### config.mk
export PLATFORM = sky130hd
export DESIGN_NAME = wdt_timer
export DESIGN_NICKNAME = d
export VERILOG_FILES = /design/src/logic/wdt_prescaler.v /design/src/logic/wdt_timer.v
export VERILOG_INCLUDE_DIRS = /design/src /design/src/logic
export SDC_FILE = /design/constraint.sdc
export NUM_CORES = 1
export LEC_CHECK = 0
export BUFFER_PORTS_ARGS = -buffer_cell sky130_fd_sc_hd__buf_2
export CAP_MARGIN = 30
export CORE_AREA = 2 2 90 92
export CTS_CLUSTER_DIAMETER = 120
export DETAILED_ROUTE_END_ITERATION = 7
export DIE_AREA = 0 0 92 94
export SETUP_SLACK_MARGIN = 0.3
export SYNTH_ARGS = -nofsm -noshare
export SYNTH_HDL_FRONTEND = slang
export SYNTH_SLANG_ARGS = --single-unit
export TNS_END_PERCENT = 5
### constraint.sdc
create_clock -name clock -period 2.6 [get_ports clock]
set_input_delay 0.26 -clock clock [delete_from_list [all_inputs] [get_ports clock]]
set_output_delay 0.26 -clock clock [all_outputs]
set_load 0.02 [all_outputs]
### src/logic/wdt_defs.vh
// Constants for the watchdog timer block: register indices, fields, resets.
`ifndef WDT_DEFS_VH
`define WDT_DEFS_VH

// Register indices; the byte address on the bus is four times the index.
`define WDT_IDX_CONTROL     16'h000f
`define WDT_IDX_OPTION      16'hffff
`define WDT_IDX_REFRESH     16'h0010
`define WDT_IDX_START       16'h0011
`define WDT_IDX_PROTECT     16'h0012
`define WDT_IDX_IRQ_STATUS  16'h0013
`define WDT_IDX_IRQ_MASK    16'h0014
`define WDT_IDX_SYS_CTRL    16'h0015

// Bus address width: index width plus the two byte-offset bits.
`define WDT_ADDR_W          18

// Counter width, reload value and the high-bit window in the control reg.
`define WDT_CNT_W           15
`define WDT_CNT_RELOAD      15'h7fff
`define WDT_CNT_HI_LSB      10

// Control register fields.
`define WDT_CTL_PRESCALE    7
`define WDT_CTL_RSVD6       6

// Option byte fields and reset value.
`define WDT_OPT_AUTOSTART   0
`define WDT_OPT_PROTECT     7
`define WDT_OPT_RESET       8'hff

// Protection register enable bit.
`define WDT_PROT_ENABLE     7

// System control register: underflow action select bit.
`define WDT_SYS_ACTION      0

// Interrupt status and mask bit for underflow.
`define WDT_IRQ_UNDERFLOW   0

// Refresh sequence bytes.
`define WDT_REFRESH_FIRST   8'h00
`define WDT_REFRESH_SECOND  8'hff

// Prescaler ratios, given as terminal counts of a 7-bit divider.
`define WDT_DIV16_LAST      7'h0f
`define WDT_DIV128_LAST     7'h7f

`endif

### src/logic/wdt_prescaler.v
// Prescaler that divides count-source ticks by 16 or by 128.
`timescale 1ns/1ps
`default_nettype none
`include "wdt_defs.vh"

module wdt_prescaler
(
   // Clock and reset.
   input  wire       clock,
   input  wire       resetn,
   // Count-source tick and control.
   input  wire       src_tick,
   input  wire       run,
   input  wire       ratio_128,
   // Divided tick, one cycle wide.
   output reg        div_tick
);

   reg  [6:0] div_count;
   wire [6:0] last_value;

   // The terminal count follows the ratio bit at once; a change mid-period
   // only costs one shortened or lengthened period.
   assign last_value = ratio_128 ? `WDT_DIV128_LAST : `WDT_DIV16_LAST;

   // The divider is cleared only by reset, never by a refresh, so a refresh
   // can shorten the first counter step by up to one prescaler period.
   always @(posedge clock or negedge resetn)
   begin
      if (!resetn)
      begin
         div_count <= 7'h00;
         div_tick  <= 1'b0;
      end
      else
      begin
         div_tick <= 1'b0;
         if (run && src_tick)
         begin
            if (div_count >= last_value)
            begin
               div_count <= 7'h00;
               div_tick  <= 1'b1;
            end
            else
            begin
               div_count <= div_count + 7'h01;
            end
         end
      end
   end

endmodule

`default_nettype wire

### src/logic/wdt_timer.v
// Watchdog timer with prescaler, refresh sequence and APB register access.
//
// What this block does
// - A 15-bit counter decrements once per prescaled count-source tick.
// - Protection off counts the CPU clock; protection on counts the oscillator.
// - Counting starts after reset, or waits for a start register write.
// - Stop and wait modes halt counting only while protection is off.
// - Reset, underflow or writing 00h then FFh reloads the counter.
// - Underflow gives interrupt or reset; with protection always a reset.
// - Option bit 0 clear starts counting after reset; set keeps it idle unless option bit 7 is clear.
// - Option bit 7 clear enables protection after reset; set disables it.
// - The option byte defaults to FFh: idle, protection off.
// - Control bits 4 to 0 are read-only high counter bits.
// - Control bit 7 selects divide-by-16 when 0, divide-by-128 when 1.
// - Control bits 5 and 6 written 0; reset value 00X11111b.
// - The period is the prescaler ratio times 32768 source cycles.
// - After stop or wait the counter resumes from its held value.
// - With protection off the action bit picks interrupt 0 or reset 1.
// - Program writes never change the option autostart bit.
`timescale 1ns/1ps
`default_nettype none
`include "wdt_defs.vh"

module wdt_timer
(
   // Clock and reset.
   input  wire                    clock,
   input  wire                    resetn,
   // APB slave.
   input  wire                    psel,
   input  wire                    penable,
   input  wire                    pwrite,
   input  wire [`WDT_ADDR_W-1:0]  paddr,
   input  wire [31:0]             pwdata,
   output reg  [31:0]             prdata,
   output reg                     pready,
   output reg                     pslverr,
   // System inputs.
   input  wire                    osc_low_clk,
   input  wire                    stop_mode,
   input  wire                    wait_mode,
   input  wire [7:0]              option_flash,
   input  wire                    flash_prog_we,
   // Watchdog outputs.
   output reg                     wdt_irq,
   output reg                     wdt_reset_req
);

   // Register index decoding, shared by read and write paths.
   function [15:0] reg_index;
      input [`WDT_ADDR_W-1:0] addr;
      begin
         reg_index = addr[`WDT_ADDR_W-1:2];
      end
   endfunction

   function known_index;
      input [15:0] idx;
      begin
         known_index = (idx == `WDT_IDX_CONTROL)
                    || (idx == `WDT_IDX_OPTION)
                    || (idx == `WDT_IDX_REFRESH)
                    || (idx == `WDT_IDX_START)
                    || (idx == `WDT_IDX_PROTECT)
                    || (idx == `WDT_IDX_IRQ_STATUS)
                    || (idx == `WDT_IDX_IRQ_MASK)
                    || (idx == `WDT_IDX_SYS_CTRL);
      end
   endfunction

   // State held by the block.
   reg  [`WDT_CNT_W-1:0] count;
   reg                   prescale_select;
   reg                   ctl_rsvd6;
   reg  [7:0]            option_byte;
   reg                   boot_pending;
   reg                   running;
   reg                   protect_mode;
   reg                   underflow_action_select;
   reg                   refresh_armed;
   reg                   irq_status;
   reg                   irq_mask;
   reg                   osc_prev;

   wire [15:0]           idx;
   wire                  setup_rd;
   wire                  wr_take;
   wire                  src_tick;
   wire                  halted;
   wire                  div_tick;
   wire                  refresh_hit;
   wire                  underflow;
   wire                  wr_control;
   wire                  wr_option;
   wire                  wr_refresh;
   wire                  wr_start;
   wire                  wr_protect;
   wire                  wr_status;
   wire                  wr_mask;
   wire                  wr_sys;
   wire [7:0]            wbyte;

   // One wait state: data is prepared in the first access cycle and the
   // write commits on the edge where the master sees pready high.
   assign idx      = reg_index(paddr);
   assign setup_rd = psel && penable && !pready;
   assign wr_take  = psel && penable && pready && pwrite;
   assign wbyte    = pwdata[7:0];

   assign wr_control = wr_take && (idx == `WDT_IDX_CONTROL);
   assign wr_option  = wr_take && (idx == `WDT_IDX_OPTION);
   assign wr_refresh = wr_take && (idx == `WDT_IDX_REFRESH);
   assign wr_start   = wr_take && (idx == `WDT_IDX_START);
   assign wr_protect = wr_take && (idx == `WDT_IDX_PROTECT);
   assign wr_status  = wr_take && (idx == `WDT_IDX_IRQ_STATUS);
   assign wr_mask    = wr_take && (idx == `WDT_IDX_IRQ_MASK);
   assign wr_sys     = wr_take && (idx == `WDT_IDX_SYS_CTRL);

   // Oscillator edges are detected on the CPU clock; the oscillator must run
   // well below half the CPU rate or edges are missed.
   always @(posedge clock or negedge resetn)
   begin
      if (!resetn)
         osc_prev <= 1'b0;
      else
         osc_prev <= osc_low_clk;
   end

   assign src_tick = protect_mode ? (osc_low_clk && !osc_prev) : 1'b1;

   assign halted = (stop_mode || wait_mode) && !protect_mode;

   wdt_prescaler u_prescaler
   (
      .clock     (clock),
      .resetn    (resetn),
      .src_tick  (src_tick),
      .run       (running && !halted),
      .ratio_128 (prescale_select),
      .div_tick  (div_tick)
   );

   assign refresh_hit = wr_refresh && refresh_armed
                        && (wbyte == `WDT_REFRESH_SECOND);

   assign underflow = div_tick && running && !halted
                      && (count == {`WDT_CNT_W{1'b0}});

   // Refresh sequence tracker; any other byte breaks the sequence.
   always @(posedge clock or negedge resetn)
   begin
      if (!resetn)
         refresh_armed <= 1'b0;
      else if (wr_refresh)
         refresh_armed <= (wbyte == `WDT_REFRESH_FIRST);
   end

   // A halt simply holds the value.
   always @(posedge clock or negedge resetn)
   begin
      if (!resetn)
         count <= `WDT_CNT_RELOAD;
      else if (refresh_hit || underflow)
         count <= `WDT_CNT_RELOAD;
      else if (div_tick && running && !halted)
         count <= count - {{(`WDT_CNT_W-1){1'b0}}, 1'b1};
   end

   // Autostart bit kept from programs.
   // The flash image is caught on the first edge after reset release.
   always @(posedge clock or negedge resetn)
   begin
      if (!resetn)
      begin
         option_byte  <= `WDT_OPT_RESET;
         boot_pending <= 1'b1;
      end
      else
      begin
         boot_pending <= 1'b0;
         if (boot_pending || flash_prog_we)
            option_byte <= option_flash;
         else if (wr_option)
            option_byte <= {wbyte[7:1], option_byte[`WDT_OPT_AUTOSTART]};
      end
   end

   // Start automatically or on start write.
   // Protection bit sampled at boot.
   // Protection, once on, cannot be turned off by software.
   always @(posedge clock or negedge resetn)
   begin
      if (!resetn)
      begin
         running      <= 1'b0;
         protect_mode <= 1'b0;
      end
      else if (boot_pending)
      begin
         running      <= !option_flash[`WDT_OPT_AUTOSTART]
                         || !option_flash[`WDT_OPT_PROTECT];
         protect_mode <= !option_flash[`WDT_OPT_PROTECT];
      end
      else
      begin
         if (wr_start)
            running <= 1'b1;
         if (wr_protect && wbyte[`WDT_PROT_ENABLE])
         begin
            protect_mode <= 1'b1;
            running      <= 1'b1;
         end
      end
   end

   always @(posedge clock or negedge resetn)
   begin
      if (!resetn)
      begin
         prescale_select         <= 1'b0;
         ctl_rsvd6               <= 1'b0;
         underflow_action_select <= 1'b0;
         irq_mask                <= 1'b0;
      end
      else
      begin
         if (wr_control)
         begin
            prescale_select <= wbyte[`WDT_CTL_PRESCALE];
            ctl_rsvd6       <= wbyte[`WDT_CTL_RSVD6];
         end
         if (wr_sys)
            underflow_action_select <= wbyte[`WDT_SYS_ACTION];
         if (wr_mask)
            irq_mask <= wbyte[`WDT_IRQ_UNDERFLOW];
      end
   end

   // One request per underflow.
   // A new underflow wins over a write-one-to-clear in the same cycle.
   always @(posedge clock or negedge resetn)
   begin
      if (!resetn)
      begin
         irq_status    <= 1'b0;
         wdt_reset_req <= 1'b0;
         wdt_irq       <= 1'b0;
      end
      else
      begin
         wdt_reset_req <= underflow
                          && (protect_mode || underflow_action_select);
         if (underflow && !protect_mode && !underflow_action_select)
            irq_status <= 1'b1;
         else if (wr_status && wbyte[`WDT_IRQ_UNDERFLOW])
            irq_status <= 1'b0;
         wdt_irq <= irq_status && irq_mask;
      end
   end

   // Read data, ready and error are all prepared in the first access cycle.
   // Counter high bits readable.
   always @(posedge clock or negedge resetn)
   begin
      if (!resetn)
      begin
         prdata  <= 32'h00000000;
         pready  <= 1'b0;
         pslverr <= 1'b0;
      end
      else if (setup_rd)
      begin
         pready  <= 1'b1;
         pslverr <= !known_index(idx);
         prdata  <= 32'h00000000;
         if (!pwrite)
         begin
            case (idx)
               `WDT_IDX_CONTROL:
                  prdata[7:0] <= {prescale_select, ctl_rsvd6, 1'b0,
                                  count[`WDT_CNT_W-1:`WDT_CNT_HI_LSB]};
               `WDT_IDX_OPTION:
                  prdata[7:0] <= option_byte;
               `WDT_IDX_START:
                  prdata[0] <= running;
               `WDT_IDX_PROTECT:
                  prdata[`WDT_PROT_ENABLE] <= protect_mode;
               `WDT_IDX_IRQ_STATUS:
                  prdata[`WDT_IRQ_UNDERFLOW] <= irq_status;
               `WDT_IDX_IRQ_MASK:
                  prdata[`WDT_IRQ_UNDERFLOW] <= irq_mask;
               `WDT_IDX_SYS_CTRL:
                  prdata[`WDT_SYS_ACTION] <= underflow_action_select;
               default:
                  prdata <= 32'h00000000;
            endcase
         end
      end
      else
      begin
         pready  <= 1'b0;
         pslverr <= 1'b0;
      end
   end

endmodule

`default_nettype wire

== After elaboration in Yosys (flattened, before gate mapping) ==
Index checks and enable logic that the tools add are counted.

* Flip-flop bits (word level): 77
* Input port bits: 67
* Output and inout bits: 36
* Word-level logic and storage cells: 108

* Add/sub/neg operators: 2
* Magnitude comparators: 1
* Equal/unequal tests: 9
* Multiplexer cells: 22
* Reductions and logical operators: 54

{| class="wikitable"
|+ Operators by type and width
! kind !! count
|-
| == test 16 x 5 -> 1 bit (second input constant) || 6
|-
| two-way mux 15 bit || 2
|-
| logical AND 1 bit || 27
|-
| two-way mux 8 bit || 3
|-
| == test 16 bit (second input constant) || 1
|-
| == test 16 x 4 -> 1 bit (second input constant) || 1
|-
| zero test 15 bit || 1
|-
| subtractor 15 x 1 -> 15 bit (second input constant) || 1
|-
| two-way mux 7 bit || 2
|-
| logical OR 1 bit || 12
|-
| two-way mux 1 bit || 12
|-
| one-hot mux 6 bit (2 select lines) || 1
|-
| == test 8 bit (second input constant) || 1
|-
| zero test 1 bit || 8
|-
| zero test 8 bit || 1
|-
| nonzero test 2 bit || 4
|-
| adder 7 x 1 -> 7 bit (second input constant) || 1
|-
| >= comparator 7 bit || 1
|-
| one-hot mux 1 bit (6 select lines) || 1
|-
| one-hot mux 1 bit (3 select lines) || 1
|-
| nonzero test 3 bit || 1
|}

== Depth between registers and ports, before layout ==
* Depth in word-level cells: 10
* Gate-level depth with buffers: 8
* Gate-level depth less buffers: 7

== Modules after synthesis ==
From an unflattened synthesis, not the netlist that was laid out.

* Cells, all modules: 322
* Area, all modules: 3098.0 µm²

{| class="wikitable"
|+ Modules (own cells, without submodules)
! module !! times used !! cells each !! area an instance (µm²) !! seq. area each (µm²)
|-
| wdt_timer || 1 || 272 || 2605.0 || 1156.1
|-
| wdt_prescaler || 1 || 50 || 493.0 || 200.2
|}

== Worst setup path before layout ==
Ideal clock, no wire load.

* Kind: reg-to-reg
* From: reg count[9]
* To: reg count[13]
* Setup time: 0.064 ns
* Arrival: 1.922 ns
* Required time: 2.536 ns
* Slack: 0.613 ns
* Stages on the path, launching flop included: 7
* Path buffers: 1
* Clock period less this slack: 1.987 ns
* Path through: dfstp_2 or4_4 or4_4 nor3_4 a21oi_1 buf_2 nand3_1

* Word-level cells in the longest chain between the ends: 4
* Elaborated cells between the ends (all ways): 7
* Those cells by class: 1 x add/sub; 2 x mux; 4 x reduce/logical

{| class="wikitable"
|+ Ends and longest elaborated chain
! what !! line !! source
|-
| from (decl) || wdt_timer.v:72 || <nowiki>reg [`WDT_CNT_W-1:0] count;</nowiki>
|-
| from (signal assigned) || wdt_timer.v:162 || <nowiki>count <= `WDT_CNT_RELOAD;</nowiki>
|-
| from (signal assigned) || wdt_timer.v:164 || <nowiki>count <= `WDT_CNT_RELOAD;</nowiki>
|-
| from (signal assigned) || wdt_timer.v:166 || <nowiki>count <= count - {{(`WDT_CNT_W-1){1'b0}}, 1'b1};</nowiki>
|-
| parallel branches: the longest is 4 deep, another holds subtractor 15 x 1 -> 15 bit || -- ||
|}

Several ways; the timed one is not identified. The select of a mux whose other input is x is not followed.
A chain may end at the register's enable or synchronous reset.

== Worst setup path after layout ==
* From: reg count[9]
* To: reg count[9]

Same word-level chain as after synthesis.

==> flow_summary.ini <==
[logic_synthesis]
synth_edf_count = 0
ys_ff_latch = 53
synth_flop_cell = dfrtp_1
ys_top_cells_by_area = dfrtp_1 24%, dfstp_2 21%, buf_4 6.0%, nand2_1 4.2%, mux2i_1 3.0%
yosys-top-cells-count = 33 x nand2_1, 29 x dfrtp_1, 24 x buf_4, 24 x dfstp_2, 21 x nor2_1
avgSynthCellArea_um2 = 9.595
async_flop_share = 1.000
ys_types = 56
synth-seq-area-share = 0.4545
syn-cell-area_um2 = 2984
yosysMostFrequentCell = nand2_1
synth_warnings = 0
synth_top_area_cell = dfrtp_1
syn_inst = 311
synth_top_area_frac = 0.2432

[layout]
nFillCells = 758
area_growth_pct = 14.38
layout-drive-gt1-share = 0.2703
diodes = 0
nets = 442

[sta]
tightestPinTransition_ns = 0.9555
tns_ns = 0
rsz0062_at_grt = no
fmaxAchievable_mhz = 462.7
finalSetupViolCount = 0
post-route-period-util = 0.8313
fin_worst_skew_ns = 0.009087
hold_viol = 0
max-slew-margin-rel = 0.3606
final-max-slew-violation-count = 0
period_minus_slack_ns = 2.161

[grt]
grt-ovfl-total = 0
grt_max_degree = 42
grt.total_usage = 0.1535
grt_first_pass_wirelength_um = 10740
antenna_found_initial = 0
first_global_vias = 2278

[setup_path]
worstSetupPathType = reg2reg
path_cells = or4_4, or4_4, nor3_4, nor2_1, o311ai_1
critPathCaptureType = register
crit_fanout = 6
slowest_delay_ns = 0.54
cp.required_ns = 2.81
critPathSlowestCell = or4_4
startpoint = count[9]
crit_path_frequent_cell = or4_4
startpoint_type = register
arrival_ns = 2.37
timing.rr.start = count[9]

[floorplan]
ioPinCount = 103
fp.dieH_um = 94
die_w_um = 92
die_area_um2 = 8648
coreArea_um2 = 7607
start_util = 0.3923
rows = 32

[clocking]
postCtsSetupRepairBufs = 0
clk_pin_slew_ns = 0.10
numCtsBuffers = 5
clockRootBuffer = clkbuf_8
clkLatencyLatePin_ns = 0.30
cts.sinks = 53
cts_max_path_buffers = 2
h-tree-depth = 2
tritoncts = yes

[power_and_ir_drop]
p_total_mw = 2.479
power_density_nw_per_um2 = 726.4
p_leak_nw = 1.604
ir_drop_mv = 0.3202

[route]
drt_pass1_iterations = 4
final_antenna_net_count = 0
wirelength_um = 6310
vias = 2411
route.detailed.drc = 0
drt_iter0_markers = 96
wl_per_cell_um = 13.37
via_per_inst = 5.108

[worst_hold_path]
hold_class = in2async

[placement]
io_buffers = 52
hpwl_um = 4832
place.gp.congestion = 0.8324

[run]
timing.max_cap.violations = 0

[status]
status = complete, no violations
-- where the power goes --
part	switching [mW]	leakage, nW	internal (mW)	total, mW
Sequential	0.150	0.632	1.03	1.18
Combinational	0.436	0.920	0.305	0.741
Clock	0.272	0.0518	0.284	0.556
Total	0.859	1.60	1.62	2.48
-- layer usage --
metal / vias up / GRT usage / part of all wire
met3: 7 / 0.02247 / 0.036
met1: 1146 / 0.2153 / 0.47
met5: - / 0 / 0
met4: 0 / 0.03607 / 0.0090
met2: 59 / 0.2518 / 0.48
li1: 1199 / - / -
-- critical path: cells and delay by family (launching register included) --
kind	cells	cell delay (ns)
simple gates	4	1.40
flops	1	0.40
compound gates	1	0.26
-- sequential cells by signal (all words and copies together), names as in the netlist, 7 cells and up --
| register | cells |
|---|---|
| option_byte | 8 |
| count | 15 |
| u_prescaler.div_count | 7 |
| prdata | 8 |
-- cell usage in the layout, fill, tap and decap left out, types with 3 or more instances in the layout --
cell type  instances
nand4_1           11
clkbuf_8           5
buf_4              7
a21o_1             5
a22oi_1            5
or4_1              3
nor2b_1            4
conb_1            25
a211oi_1           3
buf_2             52
nand2_1           33
inv_1              8
nor4_1            10
xnor2_1            4
o21ai_0            9
and3_1             4
nor2_1            21
mux2i_1            9
ha_1               6
mux2_1             5
dfstp_2           24
xor2_1             5
nor3_1            12
nand3_1           16
a21oi_1           15
dfrtp_1           29
-- per-stage QoR --
step | std cells | utilization | hold slack [ns] | instance area (um^2) | worst slack [ns]
final | 472 | 0.4487 | 0.07611 | 3413 | 0.4386
after global routing | 472 | 0.4487 | 0.06278 | 3413 | 0.3363
after CTS | 472 | 0.4482 | 0.06705 | 3410 | 0.3674
after detailed placement | 464 | 0.4337 | 0.3934 | 3299 | 0.3922
after global placement | 464 | 0.4337 | 0.3945 | 3299 | 0.3899
after floorplan | 335 | - | -0.03559 | 3074 | 0.6131
-- final cells by class --
class / count / area [um^2] / area share
repair buffers: 59 / 312.8 / 0.09164
clock inverters: 3 / 41.29 / 0.01210
flip-flops and latches: 53 / 1356 / 0.3974
inverters: 8 / 30.03 / 0.008798
well taps: 102 / 127.6 / 0.03739
multi-input cells: 242 / 1476 / 0.4326
clock buffers: 5 / 68.82 / 0.02016
-- timing repair --
| item | CTS | global route |
|---|---|---|
| gates resized for setup | 0 | 1 |
| hold buffers | 0 | 0 |
| setup endpoints to repair | 0 | 1 |
-- worst paths after layout --
kind / slack, ns / cells after the start / endpoint
max reg2reg: 0.44 / 5 / count[9]
min reg2reg: 0.48 / 2 / prdata[5]
min: 0.08 / 1 / pready
max in group asynchronous: 1.75 / 2 / count[1]
max: 0.44 / 5 / count[9]
min in group clock: 0.08 / 1 / osc_prev
-- cells by family after synthesis --
logic type | count (synthesis) | synth area share
AND/OR/NAND/NOR | 132 | 0.2377
AO/OA/AOI/OAI | 55 | 0.1199
flip-flops | 53 | 0.4545
buffers and inverters | 40 | 0.08218
multiplexers | 15 | 0.05283
XOR/XNOR | 9 | 0.02641
adder cells (fa/ha/maj) | 6 | 0.02516
other | 1 | 0.001257
Power figures use the tool's default switching activity.
